$ cat src/inc/psu_pkg.sv
/*
 contents: shared constants for the supply supervisor: timing figures and
 their cycle counts, input bit positions, register offsets and reset values.
 assumes: a 25 MHz mclk; included before every design file.
*/
package psu_pkg;
    localparam int unsigned CLK_KHZ = 25000;
    localparam int unsigned CLK_NS = 40;

    // remote request qualification, ms
    localparam int unsigned ON_DELAY_MS = 45;
    localparam int unsigned OFF_DELAY_MS = 16;
    localparam int unsigned ON_DELAY_CYC = ON_DELAY_MS * CLK_KHZ;
    localparam int unsigned OFF_DELAY_CYC = OFF_DELAY_MS * CLK_KHZ;
    // supply-good low to outputs off, ms
    localparam int unsigned PSOFF_MS = 2;
    localparam int unsigned PSOFF_CYC = PSOFF_MS * CLK_KHZ;
    // over-power persistence, ms
    localparam int unsigned OPP_MS = 6;
    localparam int unsigned OPP_CYC = OPP_MS * CLK_KHZ;
    // over-voltage persistence, us
    localparam int unsigned OVP_US = 700;
    localparam int unsigned OVP_CYC = OVP_US * CLK_KHZ / 1000;
    // line-fail persistence, us
    localparam int unsigned LINE_US = 150;
    localparam int unsigned LINE_CYC = LINE_US * CLK_KHZ / 1000;

    // pwm timing: 65 kHz, dead time 1700 ns rounded up
    localparam int unsigned PWM_KHZ = 65;
    localparam int unsigned DEAD_NS = 1700;
    localparam int unsigned PWM_PERIOD_CYC = CLK_KHZ / PWM_KHZ;
    localparam int unsigned PWM_HALF_CYC = PWM_PERIOD_CYC / 2;
    localparam int unsigned DEAD_CYC = (DEAD_NS + CLK_NS - 1) / CLK_NS;
    localparam int unsigned PWM_ON_CYC = PWM_HALF_CYC - DEAD_CYC;
    localparam int unsigned PWM_CNT_W = 9;

    // synchronised input vector layout
    localparam int unsigned SYNC_W = 16;
    localparam int unsigned POS_UV = 0;
    localparam int unsigned POS_OC = 4;
    localparam int unsigned POS_OV = 8;
    localparam int unsigned POS_OPP = 12;
    localparam int unsigned POS_LINE = 13;
    localparam int unsigned POS_REQ = 14;
    localparam int unsigned POS_VCC = 15;
    localparam logic [15:0] SYNC_RESET = 16'h6000;

    // register map, byte offsets
    localparam int unsigned ADR_W = 4;
    localparam logic [3:0] OFS_CTRL = 4'h0;
    localparam logic [3:0] OFS_STATUS = 4'h4;
    localparam logic [3:0] OFS_IRQ_STATUS = 4'h8;
    localparam logic [3:0] OFS_IRQ_MASK = 4'hc;
    localparam logic [7:0] CTRL_RESET = 8'h00;
    localparam logic [3:0] IRQ_MASK_RESET = 4'h0;
    localparam int unsigned IRQ_PG_RISE = 0;
    localparam int unsigned IRQ_PG_FALL = 1;
    localparam int unsigned IRQ_LATCH = 2;
    localparam int unsigned IRQ_LINE = 3;

    typedef enum logic [1:0] {
        SEQ_OFF,
        SEQ_ON,
        SEQ_DROP,
        SEQ_LATCHED
    } seq_type;
endpackage

$ cat src/hdl/qualify_timer.sv
/*
 contents: persistence filter; output rises once the input level has held
 for COUNT consecutive clocks and falls as soon as the level goes away.
 assumes: level already synchronised to mclk.
*/
`timescale 1ns/100ps
module qualify_timer #(
    parameter int unsigned COUNT = 4
) (
    input wire logic mclk,
    input wire logic resetn,
    input wire logic level,
    output logic qualified
);
    localparam int unsigned CW = $clog2(COUNT + 1);
    logic [CW-1:0] count_reg;

    always_ff @(posedge mclk) begin
        if (!resetn) begin
            count_reg <= '0;
            qualified <= 1'b0;
        end else if (!level) begin
            count_reg <= '0;
            qualified <= 1'b0;
        end else if (count_reg == CW'(COUNT - 1)) begin
            qualified <= 1'b1;
        end else begin
            count_reg <= count_reg + 1'b1;
        end
    end

    a_qual_needs_level: assert property (@(posedge mclk) disable iff (!resetn)
        qualified |-> $past(level))
        else $error("qualified without its level");
endmodule

$ cat src/hdl/pwm_timer.sv
/*
 contents: fixed-rate two-phase drive; output a in the first half-period,
 output b in the second, each cut short by the dead time.
 assumes: enable is a registered level on mclk.
*/
`timescale 1ns/100ps
module pwm_timer (
    input wire logic mclk,
    input wire logic resetn,
    input wire logic enable,
    output logic driveOutA,
    output logic driveOutB
);
    import psu_pkg::*;
    localparam logic [PWM_CNT_W-1:0] LAST = PWM_CNT_W'(PWM_PERIOD_CYC - 1);
    localparam logic [PWM_CNT_W-1:0] HALF = PWM_CNT_W'(PWM_HALF_CYC);
    localparam logic [PWM_CNT_W-1:0] ONC = PWM_CNT_W'(PWM_ON_CYC);
    logic [PWM_CNT_W-1:0] phase_reg;

    // period counter, restarts whenever drive is disabled
    always_ff @(posedge mclk) begin
        if (!resetn || !enable) begin
            phase_reg <= '0;
        end else if (phase_reg == LAST) begin
            phase_reg <= '0;
        end else begin
            phase_reg <= phase_reg + 1'b1;
        end
    end

    // alternate halves, dead time at the end of each
    always_ff @(posedge mclk) begin
        if (!resetn) begin
            driveOutA <= 1'b0;
            driveOutB <= 1'b0;
        end else begin
            driveOutA <= enable && (phase_reg < ONC);
            driveOutB <= enable && (phase_reg >= HALF) && (phase_reg < HALF + ONC);
        end
    end

    a_no_overlap: assert property (@(posedge mclk) disable iff (!resetn)
        !(driveOutA && driveOutB))
        else $error("both drive outputs high");
    a_dead_gap: assert property (@(posedge mclk) disable iff (!resetn)
        $fell(driveOutA) |-> !driveOutB [*8])
        else $error("drive b too soon after a");
endmodule

$ cat src/hdl/psu_supervisor_sequencer.sv
/*
 contents: supply supervisor top: input synchronisers, on/off sequencing,
 supply-good control, protection latch-off, pwm drive and a wishbone
 register file with interrupt.
 assumes: comparator inputs are asynchronous levels; one clock, mclk.
*/
// Added by the designer: the address map and the Wishbone register port.
`timescale 1ns/100ps
// Notes on behaviour
// - request low: enable after 45 ms; request high: disable after 16 ms.
// - every turn-off except a supply over-voltage reset drops supply-good first, outputs off about 2 ms later.
// - supply-good high only while all rails are above under-voltage sense.
// - line sample low for 150 us pulls supply-good low.
// - over-power held over 6 ms: supply-good low, outputs latched off.
// - supply over 7 V resets all sequencing logic.
// - pwm runs from an internal 65 kHz time base.
// - over-voltage monitored on the 3.3 V, 5 V and both 12 V rails.
// - over-current monitored separately on 3.3 V, 5 V and both 12 V rails.
// - any over-current drops supply-good and stops pwm switching.
// - over-voltage must persist about 0.7 ms before acting.
module psu_supervisor_sequencer #(
    parameter int unsigned ON_DELAY = psu_pkg::ON_DELAY_CYC,
    parameter int unsigned OFF_DELAY = psu_pkg::OFF_DELAY_CYC,
    parameter int unsigned PSOFF_DELAY = psu_pkg::PSOFF_CYC,
    parameter int unsigned OPP_DELAY = psu_pkg::OPP_CYC,
    parameter int unsigned OVP_DELAY = psu_pkg::OVP_CYC
) (
    input wire logic mclk,
    input wire logic resetn,
    input wire logic remoteOnRequestN,
    input wire logic lineSampleSense,
    input wire logic overpowerSense,
    input wire logic [3:0] overvoltageTrip,
    input wire logic [3:0] overcurrentTrip,
    input wire logic [3:0] undervoltageTrip,
    input wire logic supplyOvervoltage,
    output logic supplyGoodOut,
    output logic powerEnable,
    output logic driveOutA,
    output logic driveOutB,
    output logic irq,
    input wire logic cyc_i,
    input wire logic stb_i,
    input wire logic we_i,
    input wire logic [psu_pkg::ADR_W-1:0] adr_i,
    input wire logic [3:0] sel_i,
    input wire logic [31:0] dat_i,
    output logic [31:0] dat_o,
    output logic ack_o
);
    import psu_pkg::*;
    localparam int unsigned DW = $clog2(PSOFF_DELAY + 1);

    logic [SYNC_W-1:0] rawIn;
    logic [SYNC_W-1:0] meta_reg;
    logic [SYNC_W-1:0] sync_reg;
    logic coreRstN;
    logic reqOff;
    logic ovAny;
    logic ocAny;
    logic uvAny;
    logic onQual;
    logic offQual;
    logic oppQual;
    logic ovQual;
    logic lineFail;
    logic fault;
    seq_type state_reg;
    seq_type state_next;
    logic latchPend_reg;
    logic [DW-1:0] drop_reg;
    logic pgNext;
    logic lineFailDly_reg;
    logic [7:0] ctrl_reg;
    logic [3:0] irqStatus_reg;
    logic [3:0] irqMask_reg;
    logic [3:0] events;
    logic ackReg;
    logic [31:0] datReg;
    logic access;
    logic wrEn;

    assign rawIn = {supplyOvervoltage, remoteOnRequestN, lineSampleSense, overpowerSense,
                    overvoltageTrip, overcurrentTrip, undervoltageTrip};

    // two-flop synchronisers
    generate
        for (genvar i = 0; i < SYNC_W; i++) begin : g_sync
            always_ff @(posedge mclk) begin
                if (!resetn) begin
                    meta_reg[i] <= SYNC_RESET[i];
                    sync_reg[i] <= SYNC_RESET[i];
                end else begin
                    meta_reg[i] <= rawIn[i];
                    sync_reg[i] <= meta_reg[i];
                end
            end
        end
    endgenerate

    // supply over-voltage holds all sequencing in reset
    assign coreRstN = resetn && !sync_reg[POS_VCC];
    assign reqOff = sync_reg[POS_REQ] || ctrl_reg[0];
    assign ovAny = |sync_reg[POS_OV +: 4];
    assign ocAny = |sync_reg[POS_OC +: 4];
    assign uvAny = |sync_reg[POS_UV +: 4];

    // request qualification
    qualify_timer #(.COUNT(ON_DELAY)) u_on (
        .mclk(mclk),
        .resetn(coreRstN),
        .level(!reqOff),
        .qualified(onQual)
    );
    qualify_timer #(.COUNT(OFF_DELAY)) u_off (
        .mclk(mclk),
        .resetn(coreRstN),
        .level(reqOff),
        .qualified(offQual)
    );
    // over-power persistence
    qualify_timer #(.COUNT(OPP_DELAY)) u_opp (
        .mclk(mclk),
        .resetn(coreRstN),
        .level(sync_reg[POS_OPP]),
        .qualified(oppQual)
    );
    // over-voltage persistence
    qualify_timer #(.COUNT(OVP_DELAY)) u_ovp (
        .mclk(mclk),
        .resetn(coreRstN),
        .level(ovAny),
        .qualified(ovQual)
    );
    // line sample low persistence
    qualify_timer #(.COUNT(LINE_CYC)) u_line (
        .mclk(mclk),
        .resetn(coreRstN),
        .level(!sync_reg[POS_LINE]),
        .qualified(lineFail)
    );

    assign fault = oppQual || ovQual || ocAny;

    always_comb begin
        state_next = state_reg;
        case (state_reg)
            SEQ_OFF: begin
                if (onQual) begin
                    state_next = SEQ_ON;
                end
            end
            SEQ_ON: begin
                if (fault || offQual) begin
                    state_next = SEQ_DROP;
                end
            end
            SEQ_DROP: begin
                if (drop_reg == DW'(PSOFF_DELAY - 1)) begin
                    state_next = latchPend_reg ? SEQ_LATCHED : SEQ_OFF;
                end
            end
            SEQ_LATCHED: begin
                if (offQual) begin
                    state_next = SEQ_OFF;
                end
            end
            default: state_next = SEQ_OFF;
        endcase
    end

    always_ff @(posedge mclk) begin
        if (!coreRstN) begin
            state_reg <= SEQ_OFF;
        end else begin
            state_reg <= state_next;
        end
    end

    // latch-off pending once a protection fault ends the on state
    always_ff @(posedge mclk) begin
        if (!coreRstN) begin
            latchPend_reg <= 1'b0;
        end else if (state_reg == SEQ_ON && fault) begin
            latchPend_reg <= 1'b1;
        end else if (state_reg == SEQ_OFF) begin
            latchPend_reg <= 1'b0;
        end
    end

    // supply-good low to outputs off interval
    always_ff @(posedge mclk) begin
        if (!coreRstN || state_reg != SEQ_DROP) begin
            drop_reg <= '0;
        end else begin
            drop_reg <= drop_reg + 1'b1;
        end
    end

    // supply-good
    assign pgNext = (state_next == SEQ_ON) && !uvAny && !lineFail && !fault;

    always_ff @(posedge mclk) begin
        if (!coreRstN) begin
            supplyGoodOut <= 1'b0;
            powerEnable <= 1'b0;
        end else begin
            supplyGoodOut <= pgNext;
            powerEnable <= (state_next == SEQ_ON) || (state_next == SEQ_DROP);
        end
    end

    // drive stops with the outputs
    pwm_timer u_pwm (
        .mclk(mclk),
        .resetn(coreRstN),
        .enable(powerEnable),
        .driveOutA(driveOutA),
        .driveOutB(driveOutB)
    );

    // interrupt events
    always_ff @(posedge mclk) begin
        if (!resetn) begin
            lineFailDly_reg <= 1'b0;
        end else begin
            lineFailDly_reg <= lineFail;
        end
    end

    always_comb begin
        events = 4'h0;
        events[IRQ_PG_RISE] = pgNext && !supplyGoodOut;
        events[IRQ_PG_FALL] = !pgNext && supplyGoodOut;
        events[IRQ_LATCH] = (state_next == SEQ_LATCHED) && (state_reg != SEQ_LATCHED);
        events[IRQ_LINE] = lineFail && !lineFailDly_reg;
    end

    // wishbone classic slave, one wait state
    assign access = cyc_i && stb_i;
    assign wrEn = access && we_i && ackReg && sel_i[0];
    assign ack_o = ackReg;
    assign dat_o = datReg;

    always_ff @(posedge mclk) begin
        if (!resetn) begin
            ackReg <= 1'b0;
            datReg <= 32'h0000_0000;
        end else begin
            ackReg <= access && !ackReg;
            case (adr_i)
                OFS_CTRL: datReg <= {24'h00_0000, ctrl_reg};
                OFS_STATUS: datReg <= {24'h00_0000, latchPend_reg, lineFail, ovQual,
                                       oppQual, ocAny, uvAny, powerEnable, supplyGoodOut};
                OFS_IRQ_STATUS: datReg <= {28'h000_0000, irqStatus_reg};
                OFS_IRQ_MASK: datReg <= {28'h000_0000, irqMask_reg};
                default: datReg <= 32'h0000_0000;
            endcase
        end
    end

    always_ff @(posedge mclk) begin
        if (!resetn) begin
            ctrl_reg <= CTRL_RESET;
            irqMask_reg <= IRQ_MASK_RESET;
        end else if (wrEn && adr_i == OFS_CTRL) begin
            ctrl_reg <= dat_i[7:0];
        end else if (wrEn && adr_i == OFS_IRQ_MASK) begin
            irqMask_reg <= dat_i[3:0];
        end
    end

    // write one to clear; a new event wins over the clear
    always_ff @(posedge mclk) begin
        if (!resetn) begin
            irqStatus_reg <= 4'h0;
        end else if (wrEn && adr_i == OFS_IRQ_STATUS) begin
            irqStatus_reg <= (irqStatus_reg & ~dat_i[3:0]) | events;
        end else begin
            irqStatus_reg <= irqStatus_reg | events;
        end
    end

    assign irq = |(irqStatus_reg & irqMask_reg);

    a_pg_rails_ok: assert property (@(posedge mclk) disable iff (!coreRstN)
        supplyGoodOut |-> $past(!uvAny))
        else $error("supply-good high with a rail under threshold");
    a_pg_before_off: assert property (@(posedge mclk) disable iff (!coreRstN)
        $fell(powerEnable) |-> !supplyGoodOut && $past(state_reg == SEQ_DROP))
        else $error("outputs off without supply-good drop interval");
    a_drop_pg_low: assert property (@(posedge mclk) disable iff (!coreRstN)
        (state_reg == SEQ_DROP) |-> !supplyGoodOut && powerEnable)
        else $error("drop interval with wrong outputs");
    a_line_fail_pg: assert property (@(posedge mclk) disable iff (!coreRstN)
        lineFail |=> !supplyGoodOut)
        else $error("supply-good high during line failure");
    a_opp_latch: assert property (@(posedge mclk) disable iff (!coreRstN)
        (state_reg == SEQ_ON && oppQual) |=> state_reg == SEQ_DROP && latchPend_reg)
        else $error("over-power did not start latch-off");
    a_ov_latch: assert property (@(posedge mclk) disable iff (!coreRstN)
        (state_reg == SEQ_ON && ovQual) |=> !supplyGoodOut && latchPend_reg)
        else $error("over-voltage not acted on");
    a_oc_pg_low: assert property (@(posedge mclk) disable iff (!coreRstN)
        (state_reg == SEQ_ON && ocAny) |=> !supplyGoodOut && state_reg == SEQ_DROP)
        else $error("over-current did not drop supply-good");
    a_latch_holds: assert property (@(posedge mclk) disable iff (!coreRstN)
        (state_reg == SEQ_LATCHED && !offQual) |=> state_reg == SEQ_LATCHED && !powerEnable)
        else $error("latch-off released early");
    a_vcc_reset: assert property (@(posedge mclk) disable iff (!resetn)
        sync_reg[POS_VCC] |=> state_reg == SEQ_OFF && !powerEnable && !supplyGoodOut)
        else $error("supply over-voltage did not reset");
endmodule

$ cat config.mk
export PLATFORM = sky130hd
export DESIGN_NAME = psu_supervisor_sequencer
export DESIGN_NICKNAME = d
export VERILOG_FILES = /design/src/inc/psu_pkg.sv /design/src/hdl/qualify_timer.sv /design/src/hdl/pwm_timer.sv /design/src/hdl/psu_supervisor_sequencer.sv
export SDC_FILE = /design/constraint.sdc
export NUM_CORES = 1
export LEC_CHECK = 0
export BUFFER_PORTS_ARGS = -buffer_cell sky130_fd_sc_hd__buf_2
export CAP_MARGIN = 0
export CORE_MARGIN = 2
export CORE_UTILIZATION = 45
export DETAILED_ROUTE_END_ITERATION = 10
export GPL_ROUTABILITY_DRIVEN = 0
export GPL_TIMING_DRIVEN = 0
export PLACE_DENSITY = 0.66
export SLEW_MARGIN = 20
export SYNTH_ARGS = -nofsm -noshare
export SYNTH_HDL_FRONTEND = slang
export SYNTH_SLANG_ARGS = --single-unit
$ cat constraint.sdc
create_clock -name mclk -period 3.94 [get_ports mclk]
set_clock_uncertainty 0.2 [all_clocks]
set_input_delay 0.788 -clock mclk [delete_from_list [all_inputs] [get_ports mclk]]
set_output_delay 0.788 -clock mclk [all_outputs]
set_load 0.05 [all_outputs]
==> summary.txt <==
Port Buffers - 45
Status - finished, final reports clean
Final Hold Viols - 0
Total number of vias - 6039
Pint - 2.87 mW
Initial antenna violation count - 0
Post-synth EDFFs - 0
Worst Setup End Kind - register
Reg2Reg Setup Slack - 1040 ps
Gate Count Post-Synth - 859
Main synth FF type - dfxtp_1
Starting Density - 0.455
Fin. max-slew vios - 0
Syn Std Cell Area - 7770 sq um
Die W - 135 microns
RSZ-0062 raised after global routing - no
Area after DPL - 8360 sq um
Post-CTS resize count - 0
DR top layer - met4
Core area - 17100 sq um
Most common cell in the synthesized netlist - dfxtp_1
Worst EP arrival - 3040 ps
Nature of the critical path startpoint - register
Synth Area in Simple Gates - 0.285
Slew of the pin with the lowest slew margin - 777 ps
GRT overflow - 0
Top-Level Pins - 99
Worst min-delay path class - register to register
Synth top area cells - dfxtp_1 (46%), nor2_1 (4.8%), xor2_1 (3.8%), and2_1 (3.1%), mux2i_1 (3.0%)
Share of the synthesized area in the top cell type - 0.464
FF-to-FF Start - sync_reg[5]
Worst Reg-to-Reg Cells - 8
WL met1 - 7340 microns
HPWL after DPL - 10900 microns
Flops & latches, synth - 180
Hold Startpoint - meta_reg[13]
Min Hold Slack - 212 ps
Height of the die - 135 microns
Setup TNS - 0 ps
Detailed Route WL - 15200 microns
Full die area - 18300 sq um
Post-CTS Hold Fix Bufs - 0
Post-Synth XOR/XNOR Area - 0.0598
Root Buffer - clkbuf_16
Sequential-to-total area share from yosys stat - 0.464
Max clock buf depth - 2
MaxCap Viol Count - 0
Largest family of logic cells by synthesized area - simple AND/OR/NAND/NOR gates
Max reg flops - 21
Area growth syn-to-layout - 15.4%
Vias in the first global route - 5517
Router iterations before antenna repair - 4
Reg clk slew, reported paths - 70 ps
Maximum number of pins on one net before global-route repair - 18
DRT antenna net count - 0
Ys Warns - 0
Post-synth top cells - dfxtp_1 (180), nor2_1 (100), nand2_1 (60), a21oi_1 (40)
Post-CTS Setup Repair Bufs - 0
Setup Viol. Count Final - 0
Routed WL per cell - 12.8 microns
Synth area leader - dfxtp_1
Worst Hold Path EP - sync_reg[13]
# diodes - 0
Crit-path max FO - 4
Worst endpoint required time - 4070 ps
Metal3 WL - 404 microns
Kind of critical path - register to register
Drc violations - 0
Hold Path Cell Cnt - 1
Clock Sinks - 180
Multi-input gate area - 3900 sq um
Synth async-reset ratio - 0
GRT Total Usage - 0.175
Fmax - 345 MHz
Design Area, Final - 8960 sq um
Logic pwr share - 0.043
# rows - 48
First-pass GRT wire length - 25600 microns
Psw - 0.887 mW
Via density - 5.10
Leakage power total - 3.33 nW
Worst skew pair latency - 430 ps
Clock Power Share - 0.465
Final min period - 2900 ps
Fin nets - 1018
Post-synthesis adder-cell area fraction - 0.0177
Post-route clock period utilization - 0.736
Worst VDD drop - 0.355 mV
Power Density - 419 nW/um^2
Layout cells sized above 1 - 0.124
CTS H-tree depth - 4
Mux cell area share after synthesis - 0.0398
Met2 wire length - 7240 microns
TritonCTS Buffers - 17
Complex-gate fraction of the synthesized area - 0.0881
Storage cell area - 3600 sq um
Final-layout fill cell count - 1614
Net Sw Frac - 0.236
Max transition margin - 0.477
Flop pwr share - 0.491
CTS tree - done
Post-synthesis average cell area - 9.04 sq um
Cell variety after synth - 55
1st-iter DRT viols - 219
Worst r2r dst - irqStatus_reg[1]
-- power groups by stage --
| stage | clock network, mW | logic, mW | registers [mW] |
|---|---|---|---|
| 3_5_place_dp | 0 | 0.164 | 1.89 |
| 5_1_grt | 1.86 | 0.178 | 1.85 |
| 3_3_place_gp | 0 | 0.163 | 1.89 |
| 2_1_floorplan | 0 | 0.123 | 1.89 |
| 4_1_cts | 1.79 | 0.164 | 1.85 |
| 6_report | 1.75 | 0.163 | 1.85 |
-- stage by stage --
step / cells / setup WS [ps] / power [mW] / utilization
floorplan: 882 / 1380 / 2.01 / -
detailed placement: 1152 / 1070 / 2.05 / 0.490
CTS: 1184 / 1040 / 3.80 / 0.526
finish: 1184 / 1040 / 3.76 / 0.526
global placement: 1152 / 1050 / 2.05 / 0.490
global route: 1184 / 781 / 3.88 / 0.526
-- routing by layer --
layer  vias up  global-route usage
li1       3179                   -
met5         -                   0
met4         0              0.0666
met3        12              0.0393
met1      2792               0.219
met2        56               0.294
-- cell type report --
type                            count  share of cell area
Buffer                             49              0.0308
Clock buffer                       19              0.0494
Clock inverter                     13              0.0179
Inverter                           20             0.00838
Multi-Input combinational cell    633               0.435
Sequential cell                   180               0.402
Tap cell                          225              0.0314
Timing Repair Buffer               45              0.0251
-- cell families (layout without fill, tap and decap cells) --
family | after synthesis | in the layout
compound gates | 111 | 111
flops | 180 | 180
xor+xnor | 53 | 53
other cells | 1 | 24
mux | 27 | 27
fa+ha+maj | 11 | 11
buf+inv | 69 | 146
simple gates | 407 | 407
-- placed cells by master (no fill, tap or decap), types with 6 or more instances in the layout --
cell type,netlist,layout
a21oi_1,40,40
and2_1,39,39
and3_1,17,17
and4_1,14,14
buf_2,2,47
buf_4,24,24
clkbuf_1,22,23
clkbuf_16,0,17
conb_1,1,24
dfxtp_1,180,180
ha_1,11,11
inv_1,20,20
inv_6,0,7
mux2i_1,23,23
nand2_1,60,60
nand2b_1,10,10
nand3_1,39,39
nand4_1,26,26
nor2_1,100,100
nor2b_1,6,6
nor3_1,22,22
nor4bb_1,7,7
o211ai_1,6,6
o21ai_0,23,23
o31ai_1,7,7
or3_1,17,17
or4_1,18,18
xnor2_1,19,19
xor2_1,34,34
-- worst max-delay path by stage --
stage / start / to / slack (ps) / depth (start not counted)
floorplan: drop_reg[4] / irqStatus_reg[1] / 1380 / 9
global placement: sync_reg[5] / irqStatus_reg[1] / 1050 / 8
detailed placement: sync_reg[5] / irqStatus_reg[1] / 1070 / 8
CTS: drop_reg[4] / irqStatus_reg[1] / 1040 / 9
global route: sync_reg[5] / irqStatus_reg[0] / 780 / 8
finish: sync_reg[5] / irqStatus_reg[1] / 1040 / 8
-- critical path: stages (launching register included) --
cell	delay (ps)
dfxtp_1	300
nor4_1	680
a21oi_1	180
nor3b_1	250
or2_2	170
ha_1	140
inv_1	50
or4_1	570
a31o_2	270
Note: power is estimated with default switching activity, not from simulation.
